## config.mk

```make
export PLATFORM = sky130hd
export DESIGN_NAME = rxs_dev_flat
export DESIGN_NICKNAME = d
export VERILOG_FILES = /design/src/hdl/rxs_pkg.sv /design/src/hdl/rxs_if.sv /design/src/hdl/rxs_dev.sv /design/src/flat_wrapper.sv
export SDC_FILE = /design/constraint.sdc
export NUM_CORES = 1
export LEC_CHECK = 0
export BUFFER_PORTS_ARGS = -buffer_cell sky130_fd_sc_hd__buf_2
export CORE_MARGIN = 2
export CORE_UTILIZATION = 45
export CTS_BUF_LIST = sky130_fd_sc_hd__clkbuf_16
export DETAILED_ROUTE_END_ITERATION = 8
export PLACE_DENSITY = 0.67
export SYNTH_ARGS = -nofsm -noshare
export SYNTH_HDL_FRONTEND = slang
export SYNTH_SLANG_ARGS = --single-unit
```

## constraint.sdc

```tcl
create_clock -name pclk -period 3.5 [get_ports pclk]
set_input_delay 0.175 -clock pclk [delete_from_list [all_inputs] [get_ports pclk]]
set_output_delay 0.175 -clock pclk [all_outputs]
set_load 0.05 [all_outputs]
```

## src/hdl/rxs_pkg.sv

```systemverilog
// Purpose: shared constants for the receiver serial control port
// Assumes: 32-bit words, bank 1 holds registers 0..3 and 5
// Notes: full register words keep their own address bits

package rxs_pkg;
    // ************************************************
    // word layout
    // ************************************************
    localparam int WORD_W = 32;
    localparam int SEL_LSB = 0;
    localparam int SEL_W = 3;
    localparam int BANK_LSB = 3;
    localparam int BANK_W = 2;
    localparam logic [1:0] BANK_SEL = 2'h1;
    localparam logic [2:0] REG_STATUS = 3'h0;
    localparam logic [2:0] REG_CTRL = 3'h1;
    localparam logic [2:0] REG_CAL = 3'h2;
    localparam logic [2:0] REG_LOAD = 3'h3;
    localparam logic [2:0] REG_TRIM = 3'h5;
    localparam int RB_SEL_LSB = 27;
    localparam logic [5:0] RB_BITS = 6'h20;

    // ************************************************
    // reset values
    // ************************************************
    localparam logic [31:0] CTRL_RST = 32'h0100_FC89;
    localparam logic [31:0] CAL_RST = 32'h71E0_200A;
    localparam logic [31:0] LOAD_RST = 32'h4000_000B;
    localparam logic [31:0] TRIM_RST = 32'h0000_AAAD;
    localparam logic [7:0] DAC_RST = 8'h80;

    // ************************************************
    // receiver control word fields
    // ************************************************
    localparam int C_MIX_OFF = 5;
    localparam int C_BUF_OFF = 7;
    localparam int C_FILT_OFF = 8;
    localparam int C_CALLOGIC_OFF = 10;
    localparam int C_GAIN_LSB = 12;
    localparam int GAIN_W = 5;
    localparam logic [4:0] GAIN_MAX = 5'h18;
    localparam int C_LPF_LSB = 17;
    localparam int C_DET_R = 25;
    localparam int C_DET_C = 26;
    localparam int C_FAST_EN = 27;
    localparam int C_FAST_X2 = 28;
    localparam int C_OSC_TEST = 29;
    localparam int C_ATTN = 31;

    // ************************************************
    // calibration control word fields
    // ************************************************
    localparam int K_START = 5;
    localparam int K_IDAC_LSB = 6;
    localparam int K_QDAC_LSB = 14;
    localparam int DAC_W = 8;
    localparam int K_IREF_LSB = 22;
    localparam int K_AUTO = 24;
    localparam int K_DIV_LSB = 25;
    localparam int K_CLKSEL = 28;
    localparam int K_OSC_LSB = 29;
    localparam logic [14:0] CAL_RATIO [8] = '{15'h0001, 15'h0008, 15'h0010,
        15'h0080, 15'h0100, 15'h0400, 15'h0800, 15'h412C};

    // mixer load / filter word
    localparam int L_BYPASS = 29;
    localparam int L_PEAK_LSB = 30;

    typedef enum logic [1:0] {
        DET_10MHZ = 2'h0,
        DET_10KHZ = 2'h1,
        DET_1KHZ = 2'h3
    } rxs_det_bw_e;

    // ************************************************
    // host controller registers (byte addresses)
    // ************************************************
    localparam logic [7:0] A_TX = 8'h00;
    localparam logic [7:0] A_CMD = 8'h04;
    localparam logic [7:0] A_STAT = 8'h08;
    localparam logic [7:0] A_RX = 8'h0C;
    localparam logic [7:0] A_DIV = 8'h10;
    localparam int CMD_WRITE = 0;
    localparam int CMD_READ = 1;
    localparam logic [7:0] DIV_RST = 8'h08;
endpackage

```

## src/hdl/rxs_if.sv

```systemverilog
// Purpose: three-wire serial port plus readback line
// Assumes: both ends run on their own pclk
// Notes: all wires single driver, no tri-state

interface rxs_if;
    logic sclk;
    logic sdata;
    logic load_strobe;
    logic readback;
    modport dev (input sclk, input sdata, input load_strobe, output readback);
    modport host (output sclk, output sdata, output load_strobe, input readback);
endinterface

```

## src/hdl/rxs_dev.sv

```systemverilog
// Purpose: receiver serial control port and register bank
// Assumes: link pins sampled by pclk, serial half period >= 7 pclk
// Notes: analog calibration replaced by a timed engine
//
// Overview of operation
// RULE_01 - 32-bit shift register receives every word
// RULE_02 - lsb first, sampled on serial clock rise
// RULE_03 - strobe rise copies word to target register
// RULE_04 - bits 0-2 register, 3-4 bank
// RULE_05 - readback command then read phase, includes DACs
// RULE_06 - drive bit each rise, host samples fall
// RULE_07 - one idle pulse, then 32 data pulses
// RULE_08 - register 1 power-down bits, one means off
// RULE_09 - five-bit baseband gain, 0..24, reset 15
// RULE_10 - eight-bit lowpass corner, reset 128
// RULE_11 - two detector bits select offset bandwidth
// RULE_12 - parallel gain enable and step doubler
// RULE_13 - bit 29 puts oscillator on readback
// RULE_14 - bit 31 attenuator, cleared at reset
// RULE_15 - start bit launches calibration, self-clears
// RULE_16 - manual I and Q codes, reset 128
// RULE_17 - reference current select, reset 11
// RULE_18 - calibration method bit, reset one
// RULE_19 - calibration clock divider ratio select
// RULE_20 - calibration clock source select, reset one
// RULE_21 - oscillator trim field
// RULE_22 - four six-bit mixer load fields, reset zero
// RULE_23 - filter bypass and peaking control
// RULE_24 - unmatched address strobes are ignored
//
// Design decisions made here: the APB register port and the register offsets.

module rxs_dev #(
    parameter int CAL_STEPS = 8,
    parameter logic [1:0] ID_CODE = 2'h2 // arbitrary value
) (
    input wire logic pclk,
    input wire logic presetn,
    rxs_if.dev link,
    input wire logic [2:0] gain_pins,
    input wire logic osc_level,
    input wire logic [7:0] cal_i_result,
    input wire logic [7:0] cal_q_result,
    output logic [31:0] ctrl_word,
    output logic [31:0] cal_word,
    output logic [31:0] load_word,
    output logic [31:0] trim_word,
    output logic [4:0] eff_gain,
    output rxs_pkg::rxs_det_bw_e det_bw,
    output logic cal_busy,
    output logic [7:0] i_dac,
    output logic [7:0] q_dac
);
    // ************************************************
    // input synchronisers
    // ************************************************
    localparam int SYN_W = 23;
    localparam int S_CLK = 0;
    localparam int S_DAT = 1;
    localparam int S_STB = 2;
    localparam int S_OSC = 3;
    localparam int S_PIN = 4;
    localparam int S_IRES = 7;
    localparam int S_QRES = 15;

    logic [SYN_W-1:0] syn_meta;
    logic [SYN_W-1:0] syn;
    logic [SYN_W-1:0] syn_prev;
    logic sclk_rise;
    logic strobe_rise;
    logic osc_rise;

    always_ff @(posedge pclk or negedge presetn) begin
        if (!presetn) begin
            syn_meta <= '0;
            syn <= '0;
            syn_prev <= '0;
        end else begin
            syn_meta <= {cal_q_result, cal_i_result, gain_pins, osc_level,
                link.load_strobe, link.sdata, link.sclk};
            syn <= syn_meta;
            syn_prev <= syn;
        end
    end

    assign sclk_rise = syn[S_CLK] & ~syn_prev[S_CLK]; // see RULE_02
    assign strobe_rise = syn[S_STB] & ~syn_prev[S_STB]; // see RULE_03
    assign osc_rise = syn[S_OSC] & ~syn_prev[S_OSC];

    // ************************************************
    // shift register and load decode
    // ************************************************
    logic [31:0] sr;
    logic hit;
    logic [2:0] sel;
    logic wr_ctrl;
    logic wr_cal;
    logic wr_load;
    logic wr_trim;
    logic rb_cmd;

    always_ff @(posedge pclk or negedge presetn) begin
        if (!presetn) begin
            sr <= '0;
        end else if (sclk_rise) begin
            sr <= {syn[S_DAT], sr[31:1]}; // see RULE_01, see RULE_02
        end
    end

    assign sel = sr[rxs_pkg::SEL_LSB +: rxs_pkg::SEL_W]; // see RULE_04
    // see RULE_04, see RULE_24
    assign hit = strobe_rise && (sr[rxs_pkg::BANK_LSB +: rxs_pkg::BANK_W] == rxs_pkg::BANK_SEL);
    assign wr_ctrl = hit && (sel == rxs_pkg::REG_CTRL); // see RULE_03
    assign wr_cal = hit && (sel == rxs_pkg::REG_CAL);
    assign wr_load = hit && (sel == rxs_pkg::REG_LOAD);
    assign wr_trim = hit && (sel == rxs_pkg::REG_TRIM);
    assign rb_cmd = hit && (sel == rxs_pkg::REG_STATUS); // see RULE_05

    // ************************************************
    // register bank
    // ************************************************
    logic cal_done;

    // reset word sets buffer and cal logic off, mixer and filter on, gain 15, corner 128, attenuator off
    always_ff @(posedge pclk or negedge presetn) begin
        if (!presetn) begin
            ctrl_word <= rxs_pkg::CTRL_RST; // see RULE_08, see RULE_09, see RULE_10, see RULE_14
        end else if (wr_ctrl) begin
            ctrl_word <= sr;
        end
    end

    always_ff @(posedge pclk or negedge presetn) begin
        if (!presetn) begin
            cal_word <= rxs_pkg::CAL_RST; // see RULE_16, see RULE_17, see RULE_18, see RULE_20
        end else if (wr_cal) begin
            cal_word <= sr; // see RULE_21
        end else if (cal_done) begin
            // a fresh write wins over the self-clear
            cal_word[rxs_pkg::K_START] <= 1'b0; // see RULE_15
        end
    end

    always_ff @(posedge pclk or negedge presetn) begin
        if (!presetn) begin
            load_word <= rxs_pkg::LOAD_RST; // see RULE_22, see RULE_23
        end else if (wr_load) begin
            load_word <= sr;
        end
    end

    always_ff @(posedge pclk or negedge presetn) begin
        if (!presetn) begin
            trim_word <= rxs_pkg::TRIM_RST;
        end else if (wr_trim) begin
            trim_word <= sr;
        end
    end

    // ************************************************
    // gain and detector decode
    // ************************************************
    logic [4:0] gain_sat;
    logic [4:0] gain_cut;

    always_comb begin
        gain_sat = ctrl_word[rxs_pkg::C_GAIN_LSB +: rxs_pkg::GAIN_W];
        if (gain_sat > rxs_pkg::GAIN_MAX) begin
            gain_sat = rxs_pkg::GAIN_MAX; // see RULE_09
        end
        gain_cut = '0;
        if (ctrl_word[rxs_pkg::C_FAST_EN]) begin
            gain_cut = {2'h0, syn[S_PIN +: 3]} << ctrl_word[rxs_pkg::C_FAST_X2]; // see RULE_12
        end
    end

    always_ff @(posedge pclk or negedge presetn) begin
        if (!presetn) begin
            eff_gain <= '0;
            det_bw <= rxs_pkg::DET_10MHZ;
        end else begin
            // gain rails at zero rather than wrapping
            eff_gain <= (gain_sat > gain_cut) ? gain_sat - gain_cut : 5'h0;
            if (!ctrl_word[rxs_pkg::C_DET_R]) begin
                det_bw <= rxs_pkg::DET_10MHZ; // see RULE_11
            end else if (!ctrl_word[rxs_pkg::C_DET_C]) begin
                det_bw <= rxs_pkg::DET_10KHZ;
            end else begin
                det_bw <= rxs_pkg::DET_1KHZ;
            end
        end
    end

    // ************************************************
    // calibration engine
    // ************************************************
    logic [14:0] pre;
    logic [7:0] step;
    logic [14:0] ratio;
    logic cal_tick;
    logic pre_end;

    assign ratio = rxs_pkg::CAL_RATIO[cal_word[rxs_pkg::K_DIV_LSB +: 3]]; // see RULE_19
    // see RULE_20
    assign cal_tick = cal_word[rxs_pkg::K_CLKSEL] ? osc_rise : sclk_rise;
    assign pre_end = (pre == ratio - 15'h1);
    assign cal_done = cal_busy && cal_tick && pre_end && (step == 8'(CAL_STEPS - 1));

    always_ff @(posedge pclk or negedge presetn) begin
        if (!presetn) begin
            cal_busy <= 1'b0;
            pre <= '0;
            step <= '0;
        end else if (wr_cal && sr[rxs_pkg::K_START]) begin
            cal_busy <= 1'b1; // see RULE_15
            pre <= '0;
            step <= '0;
        end else if (cal_busy && cal_tick) begin
            if (pre_end) begin
                pre <= '0;
                step <= step + 8'h1;
                if (cal_done) begin
                    cal_busy <= 1'b0;
                end
            end else begin
                pre <= pre + 15'h1;
            end
        end
    end

    always_ff @(posedge pclk or negedge presetn) begin
        if (!presetn) begin
            i_dac <= rxs_pkg::DAC_RST;
            q_dac <= rxs_pkg::DAC_RST;
        end else if (cal_done) begin
            i_dac <= syn[S_IRES +: rxs_pkg::DAC_W];
            q_dac <= syn[S_QRES +: rxs_pkg::DAC_W];
        end else if (!cal_word[rxs_pkg::K_AUTO] && !cal_busy) begin
            i_dac <= cal_word[rxs_pkg::K_IDAC_LSB +: rxs_pkg::DAC_W]; // see RULE_16, see RULE_18
            q_dac <= cal_word[rxs_pkg::K_QDAC_LSB +: rxs_pkg::DAC_W];
        end
    end

    // ************************************************
    // readback
    // ************************************************
    logic [31:0] rb_word;
    logic [31:0] rb_sr;
    logic [5:0] rb_cnt;
    logic rb_active;
    logic rb_bit;
    logic rb_pin;

    always_comb begin
        case (sr[rxs_pkg::RB_SEL_LSB +: 3])
            rxs_pkg::REG_STATUS: rb_word = {i_dac, q_dac, 9'h0, ID_CODE,
                rxs_pkg::BANK_SEL, rxs_pkg::REG_STATUS}; // see RULE_05
            rxs_pkg::REG_CTRL: rb_word = ctrl_word;
            rxs_pkg::REG_CAL: rb_word = cal_word;
            rxs_pkg::REG_LOAD: rb_word = load_word;
            rxs_pkg::REG_TRIM: rb_word = trim_word;
            default: rb_word = '0;
        endcase
    end

    always_ff @(posedge pclk or negedge presetn) begin
        if (!presetn) begin
            rb_active <= 1'b0;
            rb_cnt <= '0;
            rb_sr <= '0;
            rb_bit <= 1'b0;
        end else if (rb_cmd) begin
            rb_active <= 1'b1;
            rb_cnt <= '0;
            rb_sr <= rb_word;
        end else if (rb_active && sclk_rise) begin
            rb_cnt <= rb_cnt + 6'h1; // see RULE_07
            if (rb_cnt != 6'h0) begin
                rb_bit <= rb_sr[0]; // see RULE_06
                rb_sr <= {1'b0, rb_sr[31:1]};
                if (rb_cnt == rb_bits_last()) begin
                    rb_active <= 1'b0;
                end
            end
        end
    end

    function automatic logic [5:0] rb_bits_last();
        return rxs_pkg::RB_BITS;
    endfunction

    always_ff @(posedge pclk or negedge presetn) begin
        if (!presetn) begin
            rb_pin <= 1'b0;
        end else begin
            rb_pin <= ctrl_word[rxs_pkg::C_OSC_TEST] ? syn[S_OSC] : rb_bit; // see RULE_13
        end
    end

    assign link.readback = rb_pin;
endmodule // rxs_dev

```

## src/flat_wrapper.sv

```systemverilog
// flat-port wrapper written by rule: the top's interface ports become plain ports
module rxs_dev_flat 
#(
    parameter int CAL_STEPS = 8,
    parameter logic [1:0] ID_CODE = 2'h2                   
)
  (pclk, presetn, gain_pins, osc_level, cal_i_result, cal_q_result, ctrl_word, cal_word, load_word, trim_word, eff_gain, det_bw, cal_busy, i_dac, q_dac, link_sclk, link_sdata, link_load_strobe, link_readback);
  rxs_if link_i ();
  input wire logic pclk;
  input wire logic presetn;
  input wire logic [2:0] gain_pins;
  input wire logic osc_level;
  input wire logic [7:0] cal_i_result;
  input wire logic [7:0] cal_q_result;
  output logic [31:0] ctrl_word;
  output logic [31:0] cal_word;
  output logic [31:0] load_word;
  output logic [31:0] trim_word;
  output logic [4:0] eff_gain;
  output rxs_pkg::rxs_det_bw_e det_bw;
  output logic cal_busy;
  output logic [7:0] i_dac;
  output logic [7:0] q_dac;
  input wire logic [$bits(link_i.sclk)-1:0] link_sclk;
  input wire logic [$bits(link_i.sdata)-1:0] link_sdata;
  input wire logic [$bits(link_i.load_strobe)-1:0] link_load_strobe;
  output wire logic [$bits(link_i.readback)-1:0] link_readback;
  assign link_i.sclk = link_sclk;
  assign link_i.sdata = link_sdata;
  assign link_i.load_strobe = link_load_strobe;
  assign link_readback = link_i.readback;
  rxs_dev #(.CAL_STEPS(CAL_STEPS), .ID_CODE(ID_CODE)) u_core (.pclk(pclk), .presetn(presetn), .link(link_i), .gain_pins(gain_pins), .osc_level(osc_level), .cal_i_result(cal_i_result), .cal_q_result(cal_q_result), .ctrl_word(ctrl_word), .cal_word(cal_word), .load_word(load_word), .trim_word(trim_word), .eff_gain(eff_gain), .det_bw(det_bw), .cal_busy(cal_busy), .i_dac(i_dac), .q_dac(q_dac));
endmodule
```

### Word-level counts from Yosys, hierarchy flattened

Memory sizes are Yosys's and may differ from the RTL's.
Cells that the tools add are included.

| operators by class | value |
|---|---|
| equal/unequal tests | 12 |
| shift operators | 1 |
| bitwise gates (word level) | 8 |
| magnitude comparators | 3 |
| multiplexer cells | 34 |
| reduce and logical (&&, ||, !) cells | 30 |
| add/sub/neg operators | 5 |

Operators with widths:

| kind | number |
|---|---|
| one-hot mux 32 bit (5 select lines) | 1 |
| 2-to-1 mux 32 bit | 3 |
| 2-to-1 mux 15 bit | 5 |
| 2-to-1 mux 8 bit | 7 |
| nonzero test 2 bit | 8 |
| adder 15 x 1 -> 15 bit, second input constant | 1 |
| == test 15 bit | 1 |
| 2-to-1 mux 5 bit | 3 |
| subtractor 15 x 1 -> 15 bit, second input constant | 1 |
| == test 3 x 2 -> 1 bit, second input constant | 4 |
| logical AND 1 bit | 12 |
| 2-to-1 mux 6 bit | 2 |
| 2-to-1 mux 1 bit | 11 |
| AND reduction 3 bit | 3 |
| adder 8 x 1 -> 8 bit, second input constant | 1 |
| == test 8 x 3 -> 1 bit, second input constant | 1 |
| adder 6 x 1 -> 6 bit, second input constant | 1 |
| == test 3 x 1 -> 1 bit, second input constant | 2 |
| == test 3 bit, second input constant | 2 |
| == test 6 bit, second input constant | 1 |
| zero test 3 bit | 2 |
| nonzero test 6 bit | 1 |
| greater-than comparator 5 bit | 1 |
| greater-than comparator 5 bit, second input constant | 1 |
| 10 further kinds | 18 |

| word-level totals | value |
|---|---|
| output and inout port bits | 153 |
| memories | 1 |
| bits in registers | 298 |
| input port bits | 25 |
| bits in read-only memories | 120 |

Memory list:

| name | words | width | read ports | clocked after Yosys merged registers in | wr ports | RTL line | source |
|---|---|---|---|---|---|---|---|
| (name not given) | 8 | 15 | 1 | 0 | 0 | rxs_dev.sv:203 | `assign ratio = rxs_pkg::CAL_RATIO[cal_word[rxs_pkg::K_DIV_LSB +: 3]];` |

### Logic depth before layout (Yosys ltp)

Gate-level depths: netlist (run 1).

| logic depth | value |
|---|---|
| depth after elaboration | 12 |
| mapped depth | 12 |
| depth with buffers taken out | 10 |

### Least setup slack after synthesis (run 1)

OpenSTA, ideal clock, no wires.

| path | value |
|---|---|
| path type | reg2reg |
| start point | register u_core.cal_word[26] |
| end point | register u_core.q_dac[2] |
| arrival time | 3.197 ns |
| cell stages (with the launch flop) | 13 |
| period minus slack after synthesis | 3.322 ns |
| setup slack | 0.178 ns |
| library setup time | 0.126 ns |
| path buffers | 2 |
| cells stage by stage | dfrtp_1 -> inv_1 -> ha_1 -> buf_6 -> or4_4 -> a2111oi_1 -> a31oi_1 -> nor2_1 -> nor4bb_1 -> and4_1 -> nor2_2 -> buf_6 -> a221o_1 |

| between the ends | value |
|---|---|
| word-level cells in the longest chain between the ends | 9 |
| elaborated cells on any way between the ends | 10 |
| those cells by class | add/sub: 1; eq/ne: 1; mux: 3; bitwise: 1; reduce/logical: 3; memory: 1 |

RTL lines:

| what | RTL line | source |
|---|---|---|
| from (decl) | rxs_dev.sv:45 | `output logic [31:0] cal_word,` |
| from (signal assigned) | rxs_dev.sv:135 | `cal_word <= rxs_pkg::CAL_RST;` |
| from (signal assigned) | rxs_dev.sv:137 | `cal_word <= sr;` |
| inverter 3 -> 4 bit (not written as such) (*) | rxs_dev.sv:203 |  |
| memory (8 x 15 bit) (*) | - |  |
| 2-to-1 mux 15 bit (not written as such) (*) (2 in a row) | rxs_dev.sv:203 |  |
| subtractor 15 x 1 -> 15 bit (*) | rxs_dev.sv:206 | `assign pre_end = (pre == ratio - 15'h1);` |
| == test 15 bit (*) | rxs_dev.sv:206 |  |
| logical AND 1 bit (*) (2 in a row) | rxs_dev.sv:207 | `assign cal_done = cal_busy && cal_tick && pre_end && (step == 8'(CAL_STEPS - 1));` |
| 2-to-1 mux 8 bit / nonzero test 2 bit (equally long branches) | - |  |
| to (signal assigned) | rxs_dev.sv:234 | `q_dac <= rxs_pkg::DAC_RST;` |
| to (signal assigned) | rxs_dev.sv:237 | `q_dac <= syn[S_QRES +: rxs_pkg::DAC_W];` |
| to (signal assigned) | rxs_dev.sv:240 | `q_dac <= cal_word[rxs_pkg::K_QDAC_LSB +: rxs_pkg::DAC_W];` |
| to (decl) | rxs_dev.sv:52 | `output logic [7:0] q_dac` |

Mark *: on every way between the ends. The rest lies on a longest branch, timed or not. The select of a mux whose other input is x is not followed.
A chain may end at the register's enable or synchronous reset.

### Final worst setup path (run 1)

| path | value |
|---|---|
| start point | register u_core.cal_word[25] |
| end point | register u_core.q_dac[6] |

The elaborated chain is that of the path after synthesis.

==> summary.md, run 1 <==
| Metric | Value |
|---|---|
| Status | `completed` |
| Starting density of the core | `45.9%` |
| Worst Setup Start Kind | `register` |
| Buf+Inv Stages, Crit Path | `1` |
| Die width | `175 um` |
| Dpl cell area | `14600 um2` |
| Fmax | `0.311 GHz` |
| Worst reg-to-reg setup slack | `0.28 ns` |
| Final Total Pwr | `~7.3 mW` |
| Post-synthesis cell type count | `63` |
| Sw Pwr | `1.75 mW` |
| Reg area | `~7500 um2` |
| Clk slew on worst S/H paths | `roughly 0.06 ns` |
| Multi-input logic area | `5430 um2` |
| Vias in the first global route | `around 9600` |
| CP required | `approximately 4 ns` |
| Clock Tree Buf Depth | `3` |
| Main synth FF type | `dfrtp_1` |
| Via density | `5.48` |
| Pin count of the biggest net entering global routing | `116` |
| Worst-margin pin slew | `approximately 1 ns` |
| Leakage | `between 7 and 8 nW` |
| Num ports | `about 180` |
| EDFF count, synth | `0` |
| Power share of the sequential group | `49.9%` |
| Slowest cell on crit path | `or4_4` |
| Layout cells sized above 1 | `32.4%` |
| Max VDD drop | `0.497 mV` |
| Top post-synthesis cells by area | `dfrtp_1, mux2_2, dfstp_2` |
| Fillers | `2455` |
| Slew Limit Fails | `0` |
| DR vias | `between 9000 and 10000` |
| Sink Count | `about 300` |
| Relative slew slack | `32.4%` |
| Mapped Cells | `1154` |
| Crit-path cells | `inv_1, ha_1, or4_4, o21ai_0, a32oi_1, o2111ai_1, nor4bb_1, and4_2, nor2_4, a221o_1` |
| Slowest cell delay on critical path | `0.58 ns` |
| Ys async rst share | `100%` |
| Synthesized area per cell | `11.4 um2` |
| Chip Height | `roughly 180 um` |
| RSZ-0062 raised after global routing | `no` |
| Worst-Skew Late Latency | `0.57 ns` |
| Net Sw Frac | `24.1%` |
| YS warnings | `0` |
| Delay-heaviest family, CP | `simple AND/OR/NAND/NOR gates` |
| GP Congestion | `0.869` |
| Antenna violations before repair | `0` |
| Register area share after synthesis | `56.6%` |
| Port bufs | `177` |
| Gr ovfl total | `0` |
| Final period util | `91.9%` |
| Crit path kind | `reg -> reg` |
| Clk root buf | `clkbuf_16` |
| Logic pwr share | `5.1%` |
| Final hold violation count | `0` |
| Finished Cell Area | `15900 um2` |
| Global Route Usage Sum | `23.3%` |
| WL final | `about 36000 um` |
| Max-cap check violation count | `0` |
| Post-DR wirelength/cell | `20.4 um` |
| Final Setup Violations | `0` |
| Setup crit end kind | `register` |
| Mapped cell area | `13200 um2` |
| Minimum clock period | `between 3 and 4 ns` |
| Global-route wire length before repair | `56100 um` |
| Row cnt | `62` |
| Detail Route Antenna Nets | `0` |
| Clock skew | `0.00796 ns` |
| Layout area overhead | `20.3%` |
| Synth Register Bits | `between 200 and 300` |
| Yosys top cell area share | `49.7%` |
| Power density cells | `459 nW/um2` |
| Final HPWL DP | `24600 um` |
| Worst hold-check path type | `in -> async` |
| TritonCTS Buffers | `31` |
| Top cell type by total area after synthesis | `dfrtp_1` |
| Internal power | `5.53 mW` |
| # nets final | `about 1400` |
| Core area | `28800 um2` |
| Htree depth | `1` |
| 1st-iter DRT viols | `650` |
| DR pass1 iterations | `5` |
| Drt drc | `0` |
| Post-Syn Nets | `between 1000 and 1500` |
| Die ar. | `~30000 um2` |
| Critical path arrival | `~3.7 ns` |
| Crit-path max FO | `16` |
| CTS tree | `yes` |
| Clock power share | `45.0%` |
| Antenna diodes | `0` |
metal layers:
| metal | track usage, % | share of wire (%) | routed length (um) |
|---|---|---|---|
| met5 | 0 | 0 | 0 |
| met4 | 7.40 | 3.5 | 1240 |
| met2 | 36.3 | 45 | 16200 |
| met1 | 33.7 | 46 | 16600 |
| met3 | 3.68 | 4.8 | 1720 |
cells in the mapped netlist (21+ instances only):
master    number
nand2_1      173
mux2_2       123
mux2i_1       47
and2_1        23
o21a_1        22
dfrtp_1      262
o21ai_0       53
nor2_1        61
clkbuf_1      54
dfstp_2       35
a22oi_1       21
o22ai_1       24
kinds of logic (layout without fill, tap and decap cells):
group	Yosys count	after routing	share of synthesized area, %
xor+xnor	30	30	2.10
mux	171	171	14.2
flops	297	297	56.6
compound gates	188	188	9.71
buf+inv	88	304	2.70
simple gates	365	365	13.1
fa+ha+maj	15	15	1.48
through the flow:
| step | setup slack [ns] | util, % | hold slack [ns] | std cells | TNS [ns] |
|---|---|---|---|---|---|
| 6_report | 0.282 | 55.2 | 0.220 | 1754 | 0 |
| 5_1_grt | 0.0319 | 55.2 | 0.230 | 1754 | 0 |
| 4_1_cts | 0.0682 | 55.1 | 0.218 | 1754 | 0 |
| 3_5_place_dp | -0.0132 | 50.7 | 0.285 | 1671 | -0.119 |
| 3_3_place_gp | 0.106 | 50.7 | 0.285 | 1671 | 0 |
| 2_1_floorplan | 0.178 | - | -0.121 | 1154 | 0 |
cells in the final DEF, fill, tap and decap left out, types with 9 or more instances in the layout:
cell	Yosys	routed
a221o_1	16	16
dfrtp_1	262	259
a21oi_1	14	14
mux2i_1	47	47
dlygate4sd3_1	0	24
inv_1	16	25
nand2b_1	11	11
o211ai_1	10	10
a22oi_1	21	21
and2_1	23	23
nor3_1	10	9
dfstp_2	35	35
or2_2	12	12
a22o_1	9	9
nor2_1	61	60
nor2b_1	18	16
nand3_1	18	18
clkbuf_16	0	31
ha_1	14	14
xnor2_1	11	11
o21a_1	22	22
o22ai_1	24	24
o21ai_0	53	53
xor2_1	18	18
nand2_1	173	173
mux2_2	123	123
buf_4	1	24
buf_2	6	176
path summary, 6_finish.rpt:
check                                    start              endpoint  cells past startpoint
hold / removal                         presetn         u_core.pre[3]                      2
hold reg to reg             u_core.syn_meta[5]         u_core.syn[5]                      0
setup reg to reg           u_core.cal_word[25]       u_core.q_dac[6]                     10
max in group asynchronous              presetn  u_core.ctrl_word[14]                      3
setup / recovery           u_core.cal_word[25]       u_core.q_dac[6]                     10
min in group pclk                   link_sdata    u_core.syn_meta[1]                      2
power by group through the flow:
stage | registers (mW) | clock network, mW | logic, mW
floorplan | 3.60 | 0 | 0.214
global placement | 3.69 | 0 | 0.345
detailed placement | 3.69 | 0 | 0.349
CTS | 3.63 | 3.34 | 0.370
global route | 3.64 | 3.49 | 0.403
finish | 3.63 | 3.28 | 0.369
state kept, by name (all words and copies together) (netlist names), 6 cells and up:
register	cells
u_core.rb_cnt	6
u_core.i_dac	8
u_core.cal_word	32
u_core.sr	32
u_core.q_dac	8
u_core.ctrl_word	32
u_core.load_word	32
u_core.step	8
u_core.trim_word	32
u_core.pre	15
u_core.syn	23
u_core.syn_meta	23
u_core.rb_sr	32
final cells by class:
type                            count  share of cell area [%]
Inverter                           16                   0.378
Timing Repair Buffer              230                    8.92
Tap cell                          384                    3.03
Sequential cell                   297                    47.1
Clock inverter                     27                    1.53
Clock buffer                       31                    4.88
Multi-Input combinational cell    769                    34.2
timing repair:
item | 4_1_cts | 5_1_grt
resized for setup | 0 | 4
setup buffers | 1 | 0
hold buffers | 24 | 0
hold endpoints to repair | 128 | 0
pin swaps | 1 | 0
gates cloned | 0 | 0
endpoints found under the setup margin | 16 | 18
No activity file was read; power rests on OpenSTA's default activity.
==> run 2, diff against run 1 <==
--- a/config.mk
+++ b/config.mk
@@ -8,7 +8,7 @@
 export BUFFER_PORTS_ARGS = -buffer_cell sky130_fd_sc_hd__buf_2
 export CORE_MARGIN = 2
 export CORE_UTILIZATION = 45
-export CTS_BUF_LIST = sky130_fd_sc_hd__clkbuf_16
+export CTS_BUF_LIST = sky130_fd_sc_hd__clkbuf_2
 export DETAILED_ROUTE_END_ITERATION = 8
 export PLACE_DENSITY = 0.67
 export SYNTH_ARGS = -nofsm -noshare
==> run 2 against run 1 <==
  * Cell count up 6.2%
  * First-iteration DRC count down 8.2%
  * Clock-buffer cell count up 91
  * Sequential share of layout area up 0.16 points
  * Critical endpoint is now u_core.i_dac[7]
  * Highest routed layer unchanged
==> summary.md, run 2 (synthesized netlist as in run 1, its figures left out) <==
| Metric | Value |
|---|---|
| Status | `completed` |
| Buf+Inv Stages, Crit Path | `1 (unchanged)` |
| Worst Setup EP | `u_core.i_dac[7]` |
| Placed Cells | `1671 (unchanged)` |
| Final hold violation count | `0 (unchanged)` |
| Worst hold-check path type | `reg -> reg` |
| Clock skew | `0.0754 ns (+0.0675 ns)` |
| Slew Limit Fails | `0 (unchanged)` |
| Delay-heaviest family, CP | `simple AND/OR/NAND/NOR gates` |
| Dpl cell area | `14600 um2 (unchanged)` |
| Fmax | `0.315 GHz (+1.2%)` |
| WL final | `36900 um (+3.0%)` |
| Crit-path cells | `inv_1, ha_1, or4_4, o21ai_0, a32oi_1, o2111ai_1, nor4bb_1, and4_2, nor2_4, a221o_1` |
| Worst-Skew Late Latency | `0.91 ns (+0.34 ns)` |
| Final Total Pwr | `6.38 mW (-12%)` |
| Post-Layout Cell Count | `1862 (+6.2%)` |
| Slowest cell on crit path | `or4_4` |
| Antenna violations before repair | `1 (+1)` |
| Worst Setup Start Kind | `register` |
| Power share of the sequential group | `56.9% (+7.0 points)` |
| Worst reg-to-reg setup slack | `0.32 ns (+0.04 ns)` |
| DR pass1 iterations | `7 (+2)` |
| Final period util | `90.8% (-1.1 points)` |
| Global Route Usage Sum | `24.4% (+1.0 points)` |
| Detail Route Antenna Nets | `0 (unchanged)` |
| Starting density of the core | `45.9% (unchanged)` |
| Via density | `5.42 (-1.1%)` |
| Vias in the first global route | `10200 (+6.6%)` |
| R2r startpoint | `u_core.cal_word[26]` |
| Htree depth | `3 (+2)` |
| Num ports | `178 (unchanged)` |
| Gr ovfl total | `0 (unchanged)` |
| Leakage | `8.07 nW (+1.4%)` |
| Final HPWL DP | `24600 um (unchanged)` |
| Row cnt | `62 (unchanged)` |
| Power density cells | `403 nW/um2 (-12%)` |
| TritonCTS Buffers | `76 (+150%)` |
| Logic pwr share | `6.2% (+1.1 points)` |
| Die ar. | `30700 um2 (unchanged)` |
| Sw Pwr | `1.82 mW (+3.7%)` |
| Pin count of the biggest net entering global routing | `75 (-35%)` |
| # nets final | `1455 (+5.1%)` |
| Net Sw Frac | `28.5% (+4.4 points)` |
| Global-route wire length before repair | `57900 um (+3.2%)` |
| Clock power share | `36.9% (-8.1 points)` |
| Crit-path max FO | `16 (unchanged)` |
| CP required | `4.29 ns (+0.29 ns)` |
| Layout area overhead | `19.9%` |
| Post-route setup TNS | `0 ns (unchanged)` |
| Slowest cell delay on critical path | `0.57 ns (about the same)` |
| Setup crit end kind | `register` |
| Clk root buf | `clkbuf_2` |
| Finished Cell Area | `15800 um2 (-0.32%)` |
| Post-DR wirelength/cell | `19.8 um (-3.0%)` |
| Internal power | `4.56 mW (-18%)` |
| GP Congestion | `0.869 (unchanged)` |
| Hold Slack | `0.341 ns (+0.121 ns)` |
| Max VDD drop | `0.237 mV (-52%)` |
| Critical path arrival | `3.97 ns (+0.25 ns)` |
| 1st-iter DRT viols | `597 (-8.2%)` |
| R2r endpoint | `u_core.i_dac[7]` |
| Relative slew slack | `29.8% (-2.7 points)` |
| Worst-margin pin slew | `1.05 ns (+0.0397 ns)` |
| CTS tree | `yes` |
| Chip Height | `175 um (unchanged)` |
| RSZ-0062 raised after global routing | `no` |
| Commonest non-fill, non-tap cell in the layout | `dfrtp_1` |
| Clk slew on worst S/H paths | `0.10 ns (+0.04 ns)` |
| Max-cap check violation count | `0 (unchanged)` |
| DR vias | `10100 (+5.0%)` |
| Die width | `175 um (unchanged)` |
| FF-to-FF path depth | `10 (unchanged)` |
| Minimum clock period | `3.18 ns (-0.0389 ns)` |
| Path length in cells of the critical path | `10 (unchanged)` |
| Core area | `28800 um2 (unchanged)` |
| Crit path kind | `reg -> reg` |
| Drt drc | `0 (unchanged)` |
| Port bufs | `177 (unchanged)` |
| Crit path from | `u_core.cal_word[26]` |
| Layout cells sized above 1 | `35.7% (+3.3 points)` |
| Sink Count | `297 (unchanged)` |
| Final Setup Violations | `0 (unchanged)` |
| Clock Tree Buf Depth | `3 (unchanged)` |
| Fillers | `2534 (+3.2%)` |
| Commonest non-fill, non-tap cells in the layout | `dfrtp_1, buf_2, nand2_1` |
==> run 2: how the worst min path moves through the flow <==
stage,depth (start not counted),endpoint,slack [ns],from
2_1_floorplan,0,u_core.cal_busy,-0.12,presetn
3_3_place_gp,1,u_core.syn_meta[17],0.28,cal_q_result[2]
3_5_place_dp,1,u_core.syn_meta[8],0.28,cal_i_result[1]
4_1_cts,3,u_core.sr[9],0.31,presetn
5_1_grt,3,u_core.eff_gain[1],0.31,presetn
6_report,0,u_core.syn[5],0.34,u_core.syn_meta[5]
==> run 2: area by class of cell <==
class,count,area [um2],area share (%)
flip-flops and latches,297,7480,47.3
multi-input cells,769,5430,34.3
repair buffers,255,1680,10.6
clock buffers,122,611,3.86
well taps,384,480,3.04
clock inverters,18,85.1,0.538
inverters,16,60.1,0.379
diodes,1,2.50,0.0158
==> run 2: worst register-to-register path, delay by kind of cell (launching register included) <==
kind / cells / cell delay, ns
adder cells (fa/ha/maj): 1 / 0.32
AO/OA/AOI/OAI: 4 / 0.96
flip-flops: 1 / 0.45
buffers and inverters: 1 / 0.11
AND/OR/NAND/NOR: 4 / 1.29
==> run 2: through the flow <==
step	setup slack (ns)	util, %
2_1_floorplan	0.178	-
3_3_place_gp	0.106	50.7
3_5_place_dp	-0.0132	50.7
4_1_cts	0.0526	54.9
5_1_grt	0.0359	55.0
6_report	0.321	55.0
==> run 2: per-layer routing <==
layer	wire length (um)	track usage [%]	share of wire, %	vias to the layer above
met4	1290	9.79	3.5	0
met5	0	0	0	-
li1	-	-	-	4616
met1	16300	33.7	44	5041
met3	2340	5.80	6.4	82
met2	16900	37.1	46	358
==> run 2: power groups by stage <==
stage          registers (mW)  logic, mW  clock network [mW]
2_1_floorplan            3.60      0.214                   0
3_3_place_gp             3.69      0.345                   0
3_5_place_dp             3.69      0.349                   0
4_1_cts                  3.63      0.396                2.42
5_1_grt                  3.64      0.432                2.61
6_report                 3.63      0.396                2.35
==> run 2: what timing repair did <==
item | CTS | global route
buffers inserted | 1 | 0
gates resized for setup | 0 | 5
endpoints found under the hold margin | 224 | 0
hold buffers | 49 | 0
pin swaps | 1 | 0
setup endpoints to repair | 16 | 19
